File: config.mk
export PLATFORM = sky130hd
export DESIGN_NAME = sdbg_host
export DESIGN_NICKNAME = d
export VERILOG_FILES = /design/src/logic/sdbg_pkg.sv /design/src/logic/sdbg_host.sv
export VERILOG_INCLUDE_DIRS = /design/src /design/src/logic
export SDC_FILE = /design/constraint.sdc
export NUM_CORES = 1
export LEC_CHECK = 0
export BUFFER_PORTS_ARGS = -buffer_cell sky130_fd_sc_hd__buf_2
export CAP_MARGIN = 20
export CORE_MARGIN = 2
export CORE_UTILIZATION = 62
export CTS_CLUSTER_DIAMETER = 100
export DETAILED_ROUTE_END_ITERATION = 7
export GPL_TIMING_DRIVEN = 0
export PLACE_DENSITY_LB_ADDON = 0.08
export SLEW_MARGIN = 20
export SYNTH_ARGS = -nofsm -noshare
export SYNTH_HDL_FRONTEND = slang
export SYNTH_SLANG_ARGS = --single-unit
File: constraint.sdc
create_clock -name clk -period 6.45 [get_ports clk]
set_input_delay 0.645 -clock clk [delete_from_list [all_inputs] [get_ports clk]]
set_output_delay 0.645 -clock clk [all_outputs]
set_load 0.05 [all_outputs]
File: src/logic/sdbg_cfg.svh
// timing constants for the single-wire debug link host controller
// assumes a 40 MHz host clock and a target serial clock of host clock / SDBG_TGT_DIV
// ============================================================
`ifndef SDBG_CFG_SVH
`define SDBG_CFG_SVH

// ============================================================
// link timing, in target clock cycles except SDBG_TGT_DIV, in host clocks
`define SDBG_TGT_DIV 4
`define SDBG_BIT_TICKS 16
`define SDBG_ONE_LOW 4
`define SDBG_ONE_MAX 8
`define SDBG_ZERO_LOW 13
`define SDBG_RX_LOW 2
`define SDBG_DEV_SPEEDUP 7
`define SDBG_RX_SAMPLE 10
`define SDBG_SYNC_MIN 128
`define SDBG_SYNC_LOW 130
`define SDBG_TIMEOUT 512

`endif

File: src/logic/sdbg_pkg.sv
// types shared by the debug link host controller
// assumes sdbg_cfg.svh holds all numeric timing
package sdbg_pkg;

    // ============================================================
    // operations the user side may request
    typedef enum logic [1:0] {
        SDBG_OP_TX = 2'h0,
        SDBG_OP_RX = 2'h1,
        SDBG_OP_WAIT = 2'h2,
        SDBG_OP_ABORT = 2'h3
    } sdbg_op_t;

    typedef struct packed {
        sdbg_op_t op;
        logic [15:0] data;
        logic [4:0] nbits;
        logic odd;
    } sdbg_req_t;

    typedef struct packed {
        logic [15:0] word;
        logic [7:0] sel_byte;
    } sdbg_rsp_t;

    typedef enum logic [2:0] {
        SDBG_IDLE = 3'h0,
        SDBG_TX = 3'h1,
        SDBG_RX = 3'h2,
        SDBG_WAIT = 3'h3,
        SDBG_ABORT = 3'h4
    } sdbg_state_t;

endpackage

File: src/logic/sdbg_host.sv
// host controller for a single-wire background debug link
// assumes an external pull-up on the wire and a pad that merges oe/out/in
`timescale 1ns/1ps
`default_nettype none
`include "sdbg_cfg.svh"

module sdbg_host
    import sdbg_pkg::*;
(
    input wire logic clk,
    input wire logic rst_b,
    input wire logic req_valid,
    output logic req_ready,
    input wire sdbg_req_t req,
    output logic rsp_valid,
    output sdbg_rsp_t rsp,
    input wire logic wire_in,
    output logic wire_out,
    output logic wire_oe
);

    // ============================================================
    // state
    sdbg_state_t state, next_state;
    logic [1:0] dcnt, next_dcnt;
    logic [7:0] tcnt, next_tcnt;
    logic [4:0] bcnt, next_bcnt;
    logic [15:0] shift, next_shift;
    logic odd, next_odd;
    logic seen_low, next_seen_low;
    logic [1:0] sync, next_sync;
    logic drv_oe, next_drv_oe;
    logic drv_hi, next_drv_hi;
    logic rsp_v, next_rsp_v;
    sdbg_rsp_t rsp_q, next_rsp;
    logic tick;
    logic wire_s;
    logic take;

    assign wire_s = sync[1];
    // divider: one target clock is SDBG_TGT_DIV host clocks
    assign tick = (dcnt == 2'(`SDBG_TGT_DIV - 1));
    // only an abort may cut into a pending acknowledge wait
    assign req_ready = (state == SDBG_IDLE) || ((state == SDBG_WAIT) && (req.op == SDBG_OP_ABORT));
    assign take = req_valid && req_ready;
    assign wire_oe = drv_oe;
    assign wire_out = drv_hi;
    assign rsp_valid = rsp_v;
    assign rsp = rsp_q;

    // ============================================================
    // next-state and pin drive
    always_comb
    begin
        next_state = state;
        next_dcnt = tick ? 2'h0 : dcnt + 2'h1;
        next_tcnt = tcnt;
        next_bcnt = bcnt;
        next_shift = shift;
        next_odd = odd;
        next_seen_low = seen_low;
        next_sync = {sync[0], wire_in};
        next_drv_oe = 1'b0;
        next_drv_hi = 1'b0;
        next_rsp_v = 1'b0;
        next_rsp = rsp_q;
        case (state)
            SDBG_IDLE, SDBG_WAIT:
            begin
                // no drive while the target may own the wire
                if (state == SDBG_WAIT)
                begin
                    if (!wire_s)
                        next_seen_low = 1'b1;
                    // pulse seen and released: done, however late, no fixed delay
                    if (seen_low && wire_s)
                    begin
                        next_state = SDBG_IDLE;
                        next_rsp_v = 1'b1; // result fetch may follow
                    end
                end
                if (take)
                begin
                    next_dcnt = 2'h0;
                    next_tcnt = 8'h00;
                    next_seen_low = 1'b0;
                    next_bcnt = req.nbits;
                    next_odd = req.odd;
                    next_rsp_v = 1'b0;
                    // data arrives right aligned, shifted out msb first
                    next_shift = req.data << (5'h10 - req.nbits);
                    case (req.op)
                        SDBG_OP_TX: next_state = SDBG_TX;
                        SDBG_OP_RX: next_state = SDBG_RX;
                        SDBG_OP_WAIT: next_state = SDBG_WAIT;
                        default: next_state = SDBG_ABORT;
                    endcase
                end
            end
            SDBG_TX:
            begin
                // one released early, zero held past the sample point
                if (tcnt < (shift[15] ? 8'(`SDBG_ONE_LOW) : 8'(`SDBG_ZERO_LOW)))
                    next_drv_oe = 1'b1;
                else if (tcnt == (shift[15] ? 8'(`SDBG_ONE_LOW) : 8'(`SDBG_ZERO_LOW)))
                begin
                    next_drv_oe = 1'b1; // speedup, one target clock
                    next_drv_hi = 1'b1;
                end
                if (tick)
                begin
                    next_tcnt = tcnt + 8'h01;
                    if (tcnt == 8'(`SDBG_BIT_TICKS - 1))
                    begin
                        next_tcnt = 8'h00;
                        next_shift = {shift[14:0], 1'b0};
                        next_bcnt = bcnt - 5'h01;
                        if (bcnt == 5'h01)
                        begin
                            next_state = SDBG_IDLE;
                            next_rsp_v = 1'b1;
                        end
                    end
                end
            end
            SDBG_RX:
            begin
                // short low, released well before the target speedup
                if (tcnt < 8'(`SDBG_RX_LOW))
                    next_drv_oe = 1'b1;
                if (tick)
                begin
                    next_tcnt = tcnt + 8'h01;
                    if (tcnt == 8'(`SDBG_RX_SAMPLE))
                        next_shift = {shift[14:0], wire_s};
                    if (tcnt == 8'(`SDBG_BIT_TICKS - 1))
                    begin
                        next_tcnt = 8'h00;
                        next_bcnt = bcnt - 5'h01;
                        if (bcnt == 5'h01)
                        begin
                            next_state = SDBG_IDLE;
                            next_rsp_v = 1'b1;
                            next_rsp.word = shift;
                            // byte reads: parity picks the valid half
                            next_rsp.sel_byte = odd ? shift[7:0] : shift[15:8];
                        end
                    end
                end
            end
            SDBG_ABORT:
            begin
                // long low then one driven high clock
                next_drv_oe = 1'b1;
                next_drv_hi = (tcnt == 8'(`SDBG_SYNC_LOW));
                if (tick)
                begin
                    next_tcnt = tcnt + 8'h01;
                    if (tcnt == 8'(`SDBG_SYNC_LOW))
                    begin
                        next_state = SDBG_IDLE;
                        next_rsp_v = 1'b1;
                    end
                end
            end
            default:
            begin
                next_state = SDBG_IDLE;
            end
        endcase
    end

    // registers only
    always_ff @(posedge clk)
    begin
        if (!rst_b)
        begin
            state <= SDBG_IDLE;
            dcnt <= 2'h0;
            tcnt <= 8'h00;
            bcnt <= 5'h00;
            shift <= 16'h0000;
            odd <= 1'b0;
            seen_low <= 1'b0;
            sync <= 2'h3; // idle wire reads high
            drv_oe <= 1'b0;
            drv_hi <= 1'b0;
            rsp_v <= 1'b0;
            rsp_q <= '0;
        end
        else
        begin
            state <= next_state;
            dcnt <= next_dcnt;
            tcnt <= next_tcnt;
            bcnt <= next_bcnt;
            shift <= next_shift;
            odd <= next_odd;
            seen_low <= next_seen_low;
            sync <= next_sync;
            drv_oe <= next_drv_oe;
            drv_hi <= next_drv_hi;
            rsp_v <= next_rsp_v;
            rsp_q <= next_rsp;
        end
    end

    // ============================================================
    // checks; helper counters measure driven lows and bit spacing
    localparam int C_DIV = `SDBG_TGT_DIV;
    logic drv_low;
    logic drv_low_q;
    logic in_frame;
    logic [9:0] lowrun;
    logic [9:0] gap;
    assign drv_low = drv_oe && !drv_hi;

    always_ff @(posedge clk)
    begin
        if (!rst_b)
        begin
            drv_low_q <= 1'b0;
            in_frame <= 1'b0;
            lowrun <= 10'h000;
            gap <= 10'h000;
        end
        else
        begin
            drv_low_q <= drv_low;
            lowrun <= drv_low ? lowrun + 10'h001 : 10'h000;
            gap <= (drv_low && !drv_low_q) ? 10'h000 : gap + 10'h001;
            if (state == SDBG_IDLE)
                in_frame <= 1'b0;
            else if (drv_low && !drv_low_q)
                in_frame <= 1'b1;
        end
    end

    property p_bit_period;
        @(posedge clk) disable iff (!rst_b)
        (drv_low && !drv_low_q && in_frame && (state == SDBG_TX || state == SDBG_RX))
            |-> (gap == 10'(`SDBG_BIT_TICKS * `SDBG_TGT_DIV - 1));
    endproperty
    a_bit_period: assert property (p_bit_period) else $error("bit period wrong");

    property p_bit_start;
        @(posedge clk) disable iff (!rst_b)
        ((state == SDBG_TX || state == SDBG_RX) && tcnt == 8'h01) |-> drv_low;
    endproperty
    a_bit_start: assert property (p_bit_start) else $error("bit not opened low");

    property p_tx_low;
        @(posedge clk) disable iff (!rst_b)
        (!drv_low && drv_low_q && state == SDBG_TX)
            |-> (lowrun == 10'(`SDBG_ONE_LOW * `SDBG_TGT_DIV) || lowrun == 10'(`SDBG_ZERO_LOW * `SDBG_TGT_DIV));
    endproperty
    a_tx_low: assert property (p_tx_low) else $error("tx low length wrong");

    property p_speedup;
        @(posedge clk) disable iff (!rst_b)
        $rose(drv_oe && drv_hi) |-> ##C_DIV !drv_oe;
    endproperty
    a_speedup: assert property (p_speedup) else $error("speedup length wrong");

    property p_rx_low;
        @(posedge clk) disable iff (!rst_b)
        (!drv_low && drv_low_q && state == SDBG_RX) |-> (lowrun == 10'(`SDBG_RX_LOW * `SDBG_TGT_DIV));
    endproperty
    a_rx_low: assert property (p_rx_low) else $error("rx low length wrong");

    property p_sync_low;
        @(posedge clk) disable iff (!rst_b)
        (!drv_low && drv_low_q && state == SDBG_ABORT)
            |-> (lowrun == 10'(`SDBG_SYNC_LOW * `SDBG_TGT_DIV)) && (lowrun >= 10'(`SDBG_SYNC_MIN * `SDBG_TGT_DIV));
    endproperty
    a_sync_low: assert property (p_sync_low) else $error("abort low too short");

    property p_no_drive_wait;
        @(posedge clk) disable iff (!rst_b)
        (state == SDBG_WAIT) |-> !drv_oe;
    endproperty
    a_no_drive_wait: assert property (p_no_drive_wait) else $error("drive during wait");

    property p_wait_abort;
        @(posedge clk) disable iff (!rst_b)
        (state == SDBG_WAIT && req_valid && req.op == SDBG_OP_ABORT) |=> (state == SDBG_ABORT) ##1 drv_low;
    endproperty
    a_wait_abort: assert property (p_wait_abort) else $error("abort not taken");

    property p_ack_done;
        @(posedge clk) disable iff (!rst_b)
        (state == SDBG_WAIT && seen_low && wire_s && !take) |=> rsp_valid && (state == SDBG_IDLE);
    endproperty
    a_ack_done: assert property (p_ack_done) else $error("ack end missed");

    property p_byte_sel;
        @(posedge clk) disable iff (!rst_b)
        (rsp_valid && $past(state) == SDBG_RX) |-> (rsp.sel_byte == (odd ? rsp.word[7:0] : rsp.word[15:8]));
    endproperty
    a_byte_sel: assert property (p_byte_sel) else $error("byte select wrong");

    c_tx: cover property (@(posedge clk) disable iff (!rst_b) state == SDBG_TX ##1 state == SDBG_IDLE);
    c_rx: cover property (@(posedge clk) disable iff (!rst_b) state == SDBG_RX ##1 rsp_valid);
    c_ack: cover property (@(posedge clk) disable iff (!rst_b) state == SDBG_WAIT ##1 rsp_valid);
    c_abort: cover property (@(posedge clk) disable iff (!rst_b) state == SDBG_WAIT ##1 state == SDBG_ABORT);

endmodule // sdbg_host

`default_nettype wire

==> Yosys cells after proc, flatten, opt, wreduce, memory -nomap -nowiden <==
Index checks and enable logic that the tools add are counted.
{ "totals": {"reg_bits": 65, "output_inout_bits": 28, "wordCells": 113, "inputBits": 28} }
{ "classes": {"muxes": 48, "n_reduce_logical": 19, "n_shift": 1, "magnitude_cmp": 2, "addsub": 4, "eq_ne": 26} }
{ "ops": {"columns": ["op", "n"], "rows": [
  ["$mux 16", 5],
  ["$pmux 16 s3", 1],
  ["$mux 8", 5],
  ["$mux 3", 8],
  ["$pmux 8 s3", 1],
  ["$pmux 3 s3", 2],
  ["$eq 8x4->1 const B", 2],
  ["$shl 16x5->16", 1],
  ["$mux 1", 15],
  ["$mux 5", 3],
  ["$ne 2x2->1 const B", 7],
  ["$reduce_and 4->1", 3],
  ["$pmux 5 s2", 1],
  ["$add 8x1->8 const B", 1],
  ["$eq 8x4->1", 1],
  ["$eq 8x8->1 const B", 1],
  ["$lt 8x2->1 const B", 1],
  ["$lt 8x8->1", 1],
  ["$ne 2x1->1 const B", 4],
  ["$reduce_and 7->1", 1],
  ["$eq 2x2->1 const B", 3],
  ["$eq 3x2->1 const B", 2],
  ["$mux 2", 3],
  ["$ne 3x3->1 const B", 2],
  ["20 further kinds", 26]
]} }

==> Depth between registers and ports, before layout <==
Gate-level depths: netlist of the first run.
{ "depth": {"ltp_word": 6, "ltp_mapped": 11, "ltp_nobuf": 7} }

==> Least setup slack after synthesis of the first run <==
No wires, ideal clock.
{ "synth_timing": {"path_type": "input port to flip-flop", "startpoint": "in req[1] (netlist name)", "endpoint": "reg shift[12]", "cell_stages": 10, "t_arrival_ps": 2549, "slack_ps": 3782, "required_ps": 6331, "setup_ps": 119, "n_path_buf": 4, "cell_sequence": "buf_2 buf_2 inv_1 ha_1 clkbuf_1 xor2_1 buf_2 mux2i_1 o211ai_1 o221a_2"} }
{ "synth_via": {"elab_chain_len": 4} }
{ "synth_rtl": {"columns": ["item", "line_no", "text"], "rows": [
  ["from (decl)", "sdbg_host.sv:14", "input wire sdbg_req_t req,"],
  ["$sub 5x5->5", "sdbg_host.sv:91", "next_shift = req.data << (5'h10 - req.nbits);"],
  ["$shl 16x5->16", "sdbg_host.sv:91", null],
  ["$mux 16", "sdbg_host.sv:82", "if (take)"],
  ["$pmux 16 s3", "sdbg_host.sv:67", "case (state)"],
  ["to (signal assigned)", "sdbg_host.sv:197", "shift <= next_shift;"],
  ["to (decl)", "sdbg_host.sv:28", "logic [15:0] shift, next_shift;"]
]} }
No other way between the ends. The select of a mux whose other input is x is not followed.
A chain may end at the register's enable or synchronous reset.

==> Worst setup path after layout of the first run <==
Same ends and word-level chain as after synthesis.

==> metrics.md, run 1 <==
| Metric | Value |
|---|---|
| Outcome | complete, no violations |
| Critical path fanouts, max | 10 |
| FF+latch count, synth | 65 |
| Worst VDD drop | 0.000260 V |
| Crit path required time | 6.69 ns |
| Layout cells sized above 1 | 23.1% |
| Antenna violations before repair | 0 |
| Worst-margin pin slew | 0.651 ns |
| Sum Neg Setup Slack | 0 ns |
| Cell area after synthesis | 3930 um^2 |
| Yosys warnings | 0 |
| Final critical-path share of the clock period | 41.4% |
| CTS tree | built |
| Largest net degree at the start of global routing | 14 |
| Setup crit end kind | flop |
| Port Buffer Count | 52 |
| Setup Crit Path Kind | primary input to flop |
| Area Growth Syn to Fin | 14.2% |
| Origin of the critical flop-to-flop path | tcnt[1] |
| Initial DRC count | 280 |
| Post-DP HPWL | 7090 um |
| Die area | 6990 um^2 |
| Clk slew on worst S/H paths | 0.08 ns |
| Placer Congestion | 0.908 |
| Area share of the leading cell type in the synthesized netlist | 33.1% |
| RSZ-0062 raised after global routing | false |
| Post-synth EDFFs | 0 |
| N_diodes | 0 |
| Leakage dissipation | 0.00182 uW |
| End of the worst hold path | sync[1] |
| Asr flop ratio synth | 0% |
| WHS Path Cells | 1 |
| Fin area | 4490 um^2 |
| Crit path DAT | 2.91 ns |
| Post-Synthesis Cells | 438 |
| Synth cell types | 66 |
| CP cell instances | buf_2 -> buf_2 -> inv_1 -> ha_1 -> clkbuf_1 -> xor2_1 -> buf_2 -> nor2_1 -> a21oi_1 -> nor2_1 -> o221a_2 |
| Vias | 3579 |
| R2R Setup Slk | 3.88 ns |
| Max Fclk | 0.374 GHz |
| Total routed wirelength | 9550 um |
| I/O pin count | 56 |
| Reg2reg path depth | 7 |
| Mean Syn Cell Area | 8.97 um^2 |
| DRC viols | 0 |
| Root buffer cell | clkbuf_8 |
| Wire length of the first global-routing pass | 15800 um |
| Final Hold Viols | 0 |
| Die height | 83.6 um |
| Clock latency on the worst-skew pair | 0.35 ns |
| Slowest CP cell | xor2_1 |
| Filler instances | 494 |
| Sequential share of the synthesized area | 33.1% |
| Worst Skew | 0.0157 ns |
| Reg-to-Reg End | shift[12] |
| Row cnt | 29 |
| # clock sinks | 65 |
| Area after DPL | 4290 um^2 |
| Dominant synthesized flop cell | dfxtp_1 |
| Via density per instance | 6.14 |
| Slowest Stage Delay on Critical Path | 0.46 ns |
| Routed WL per cell | 16.4 um |
| ANT nets after route | 0 |
| Initial DRT Pass Iterations | 5 |
| Syn nets | 478 |
| Slew headroom | 56.6% |
| Starting Density | 63.0% |
| Min cycle time layout | 2.67 ns |
| Max Cap Violations | 0 |
| Total Nets Final | 541 |
| CTS max path bufs | 2 |
| Yosys top cell by area | dfxtp_1 |
| GRT overflow | 0 |
| Die extent in x | 83.6 um |
| CTS Buf Count | 9 |
| Hold path start | sync[0] |
| Final setup fails | 0 |
| Floorplan Core Area | 6240 um^2 |
| Setup Fix Bufs, Post-CTS | 0 |
| # hold bufs at CTS | 0 |
| Gr usage total | 27.8% |
| Synth area leaders | dfxtp_1 (33%), mux2i_1 (12%), nor2_1 (4.5%) |
| Critical Path Most Common Cell | buf_2 |
| Max Transition Viols Final | 0 |
| Critical path launch point type | primary input |
| H-tree Lvls | 3 |
| Vias in the first global route | 3206 |
| Worst Hold Class | flop to flop |
| Post-cts sizing count | 0 |
| Pwr dens | 246 nW/um^2 |
-- worst max-delay path, delay by kind of cell --
| kind | cells | cell delay, ns |
|---|---|---|
| buf+inv | 5 | 0.97 |
| compound gates | 2 | 0.49 |
| xor+xnor | 1 | 0.46 |
| fa+ha+maj | 1 | 0.19 |
| simple gates | 2 | 0.14 |
-- through the flow --
step | setup WS (ns) | power [uW] | hold WS [ns] | util, % | cells
floorplan | 3.78 | 683 | 0.386 | - | 438
finish | 3.78 | 1110 | 0.428 | 71.9 | 583
detailed placement | 3.45 | 759 | 0.399 | 68.7 | 567
CTS | 3.80 | 1100 | 0.428 | 71.9 | 583
global placement | 3.48 | 752 | 0.402 | 68.7 | 567
global route | 3.56 | 1160 | 0.440 | 71.9 | 583
-- how the worst max path moves through the flow --
stage,endpoint,slack (ns),start,cells after the start
detailed placement,shift[13],3.45,req[1],11
floorplan,shift[12],3.78,req[1],10
CTS,shift[13],3.80,req[1],11
global placement,shift[13],3.48,req[1],11
global route,shift[12],3.56,req[1],11
finish,shift[12],3.78,req[1],11
-- cell usage in the layout, fill, tap and decap left out, types with 5 or more instances in the layout --
cell type	count
or3_1	9
mux2i_1	46
buf_6	6
o211ai_1	11
dfxtp_1	65
nor2_1	47
o221a_2	8
a21oi_1	23
buf_2	61
o21ai_0	18
nor3_1	10
ha_1	12
a31oi_1	7
clkbuf_8	9
a211oi_1	6
mux4_2	6
xnor2_1	5
nand3_1	8
o21a_1	6
clkbuf_1	11
nand2_1	27
inv_1	11
nand2b_1	7
nand4_1	6
-- layout make-up --
cell class                 count  area [um^2]  area share, %
multi-input combinational    330         2400           53.5
sequential                    65         1300           29.0
timing repair buffer          52          260           5.80
buffer                        30          176           3.93
clock buffer                   9          124           2.76
tap                           77         96.3           2.15
clock inverter                 7         77.6           1.73
inverter                      13         48.8           1.09
-- per-layer routing --
metal  GRT usage, %  up-vias  wire, um
li1               -     1748         -
met2           41.7      144      4260
met5              0        -         0
met4           7.77        0       151
met1           40.2     1671      4490
met3           6.33       16       643
-- kinds of logic (layout without fill, tap and decap cells) --
family                   count (synthesis)  count (layout)  share of synthesized area (%)
multiplexers                            54              54                           15.7
adder cells (fa/ha/maj)                 12              12                           3.82
AND/OR/NAND/NOR                        143             143                           18.7
AO/OA/AOI/OAI                          113             113                           20.9
buffers and inverters                   43             111                           5.73
XOR/XNOR                                 8               8                           1.97
flip-flops                              65              65                           33.1
-- flip-flops by register name, summed over array words and instances, names as in the netlist, 2 cells and up --
register / cells
sync: 2
shift: 16
rsp: 24
dcnt: 2
bcnt: 5
tcnt: 8
state: 3
-- synthesized netlist by cell type (6+ instances only) --
| master | instances |
|---|---|
| dfxtp_1 | 65 |
| nor2_1 | 47 |
| mux2i_1 | 46 |
| nand2_1 | 27 |
| a21oi_1 | 23 |
| o21ai_0 | 18 |
| ha_1 | 12 |
| clkbuf_1 | 11 |
| inv_1 | 11 |
| o211ai_1 | 11 |
| nor3_1 | 10 |
| buf_2 | 9 |
| or3_1 | 9 |
| nand3_1 | 8 |
| o221a_2 | 8 |
| a31oi_1 | 7 |
| nand2b_1 | 7 |
| a211oi_1 | 6 |
| buf_6 | 6 |
| mux4_2 | 6 |
| nand4_1 | 6 |
| o21a_1 | 6 |
-- report_power, final --
group | internal [uW] | switching (uW) | leakage [uW]
logic | 120 | 165 | 0.00119
registers | 434 | 38.5 | 0.000529
clock network | 182 | 167 | 0.000100
total | 735 | 370 | 0.00182
Note: power is estimated with default switching activity, not from simulation.
==> inputs of run 2 (changes only) <==
- CORE_UTILIZATION: 62 -> 58
- clock period: 6.45 -> 2.65 ns (I/O delays scaled with it)
==> metrics.md, run 2 (synthesis gave the netlist of run 1 again) <==
| Metric | Value |
|---|---|
| Setup Crit Path Kind | flop to flop |
| Filler instances | 552 (+12%) |
| Max Fclk | 0.409 GHz |
| RSZ-0062 raised after global routing | false |
| Crit path required time | 2.89 ns (-3.80 ns) |
| GRT overflow | 0 (unchanged) |
| Max Transition Viols Final | 0 (unchanged) |
| Gr usage total | 27.0% (-0.72 points) |
| Layout cells sized above 1 | 23.3% (+0.20 points) |
| Initial DRT Pass Iterations | 5 (unchanged) |
| Max Cap Violations | 0 (unchanged) |
| Slew headroom | 56.0% (-0.58 points) |
| Sum Neg Setup Slack | 0 ns (unchanged) |
| Vias in the first global route | 3305 (+3.1%) |
| Die area | 7450 um^2 (+6.6%) |
| Initial DRC count | 197 (-30%) |
| FF+latch area | 1300 um^2 (unchanged) |
| N_diodes | 0 (unchanged) |
| Total routed wirelength | 9760 um (+2.2%) |
| # clock sinks | 65 (unchanged) |
| Placer Congestion | 0.878 (-3.3%) |
| Pwr dens | 604 nW/um^2 (+150%) |
| DRC viols | 0 (unchanged) |
| Post-DP HPWL | 7320 um (+3.3%) |
| Port Buffer Count | 52 (unchanged) |
| Die extent in x | 86.3 um (+3.2%) |
| Multi-input gate area | 2400 um^2 (+0.10%) |
| Layout Cells excl Fill | 583 (unchanged) |
| Dpl cells | 567 (unchanged) |
| Worst VDD drop | 0.000295 V (+13%) |
| Worst Hold Class | primary input to flop |
| Commonest cells after routing, fill and taps aside | dfxtp_1 (65), buf_2 (61), mux2i_1 (46), nor2_1 (46), nand2_1 (27) |
| Critical path fanouts, max | 10 (unchanged) |
| # hold bufs at CTS | 0 (unchanged) |
| Most common cell after layout, fill and taps aside | dfxtp_1 |
| Vias | 3633 (+1.5%) |
| Largest net degree at the start of global routing | 13 (-1) |
| Area Growth Syn to Fin | 14.3% |
| ANT nets after route | 0 (unchanged) |
| Number of flip-flops in the largest register | 24 (unchanged) |
| I/O pin count | 56 (unchanged) |
| Row cnt | 29 (unchanged) |
| Final setup fails | 0 (unchanged) |
| Critical path launch point type | flop |
| Outcome | complete, no violations |
| Worst Skew | 0.00958 ns (-0.00612 ns) |
| Root buffer cell | clkbuf_8 |
| Via density per instance | 6.23 (+1.5%) |
| Clock latency on the worst-skew pair | 0.35 ns (about the same) |
| Total Nets Final | 541 (unchanged) |
| Crit path DAT | 2.69 ns (-0.22 ns) |
| Antenna violations before repair | 0 (unchanged) |
| Wire length of the first global-routing pass | 16100 um (+1.9%) |
| H-tree Lvls | 3 (unchanged) |
| Min cycle time layout | 2.45 ns |
| Final Hold Viols | 0 (unchanged) |
| Floorplan Core Area | 6460 um^2 (+3.5%) |
| CTS Buf Count | 9 (unchanged) |
| Die height | 86.3 um (+3.2%) |
| CTS tree | built |
| CTS max path bufs | 2 (unchanged) |
| Worst-margin pin slew | 0.660 ns (+0.00872 ns) |
| Clk slew on worst S/H paths | 0.08 ns (about the same) |
| Leakage dissipation | 0.00181 uW (-0.28%) |
| R2R Setup Slk | 0.20 ns (-3.68 ns) |
| Final critical-path share of the clock period | 92.3% |
| Starting Density | 60.8% (-2.1 points) |
| Setup crit end kind | flop |
| Routed WL per cell | 16.7 um (+2.2%) |
run 2: cell types whose count changed in the layout (fill, tap and decap cells not counted), sizes merged:
cell / before / now
clkinv: 3 / 1
clkinvlp: 1 / 3
clkbuf: 20 / 21
inv: 15 / 14
run 2: path summary, 6_finish.rpt:
| kind | from | endpoint | depth (start not counted) |
|---|---|---|---|
| max reg2reg | tcnt[1] | shift[7] | 8 |
| min | wire_in | sync[0] | 2 |
| min reg2reg | sync[0] | sync[1] | 1 |
| max | tcnt[1] | shift[7] | 8 |
run 2: routing by layer:
metal	global-route usage, %	up-vias	share of wire [%]
met5	0	-	0
met4	10.4	0	2.1
met3	5.62	27	6.5
met2	40.4	133	43
met1	38.5	1719	48
li1	-	1754	-
run 2: stage by stage:
step	util (%)	area [um^2]	power (uW)	hold WS, ns	worst slack (ns)
2_1_floorplan	-	3930	1660	0.366	0.332
4_1_cts	69.5	4490	2710	0.0922	0.158
3_3_place_gp	66.4	4290	1830	0.399	0.0537
5_1_grt	69.5	4490	2840	0.0943	0.0435
6_report	69.5	4490	2710	0.0968	0.204
3_5_place_dp	66.4	4290	1850	0.398	0.0404
run 2: what timing repair did:
action,4_1_cts,5_1_grt
setup endpoints to repair,0,2
buffers inserted,0,0
resized for setup,0,1
run 2: power by group:
part	internal (uW)	leakage (uW)	total, uW	switching [uW]
Clock	461	0.0000949	867	406
Sequential	1060	0.000529	1150	94.4
Combinational	291	0.00119	695	404
Total	1810	0.00181	2710	904
run 2: cell type report:
class / instances / share of cell area, %
inverter: 13 / 1.09
clock inverter: 6 / 1.48
timing repair buffer: 52 / 5.79
clock buffer: 10 / 3.06
buffer: 30 / 3.93
tap: 77 / 2.14
multi-input combinational: 330 / 53.5
sequential: 65 / 29.0
run 2: critical path: stages (launching register included):
cell and delay, ns:
dfxtp_1 0.50, ha_1 0.21, and3_1 0.15, clkbuf_1 0.34
o221ai_1 0.30, a211oi_4 0.36, buf_4 0.24, o211ai_1 0.10
o211a_1 0.13
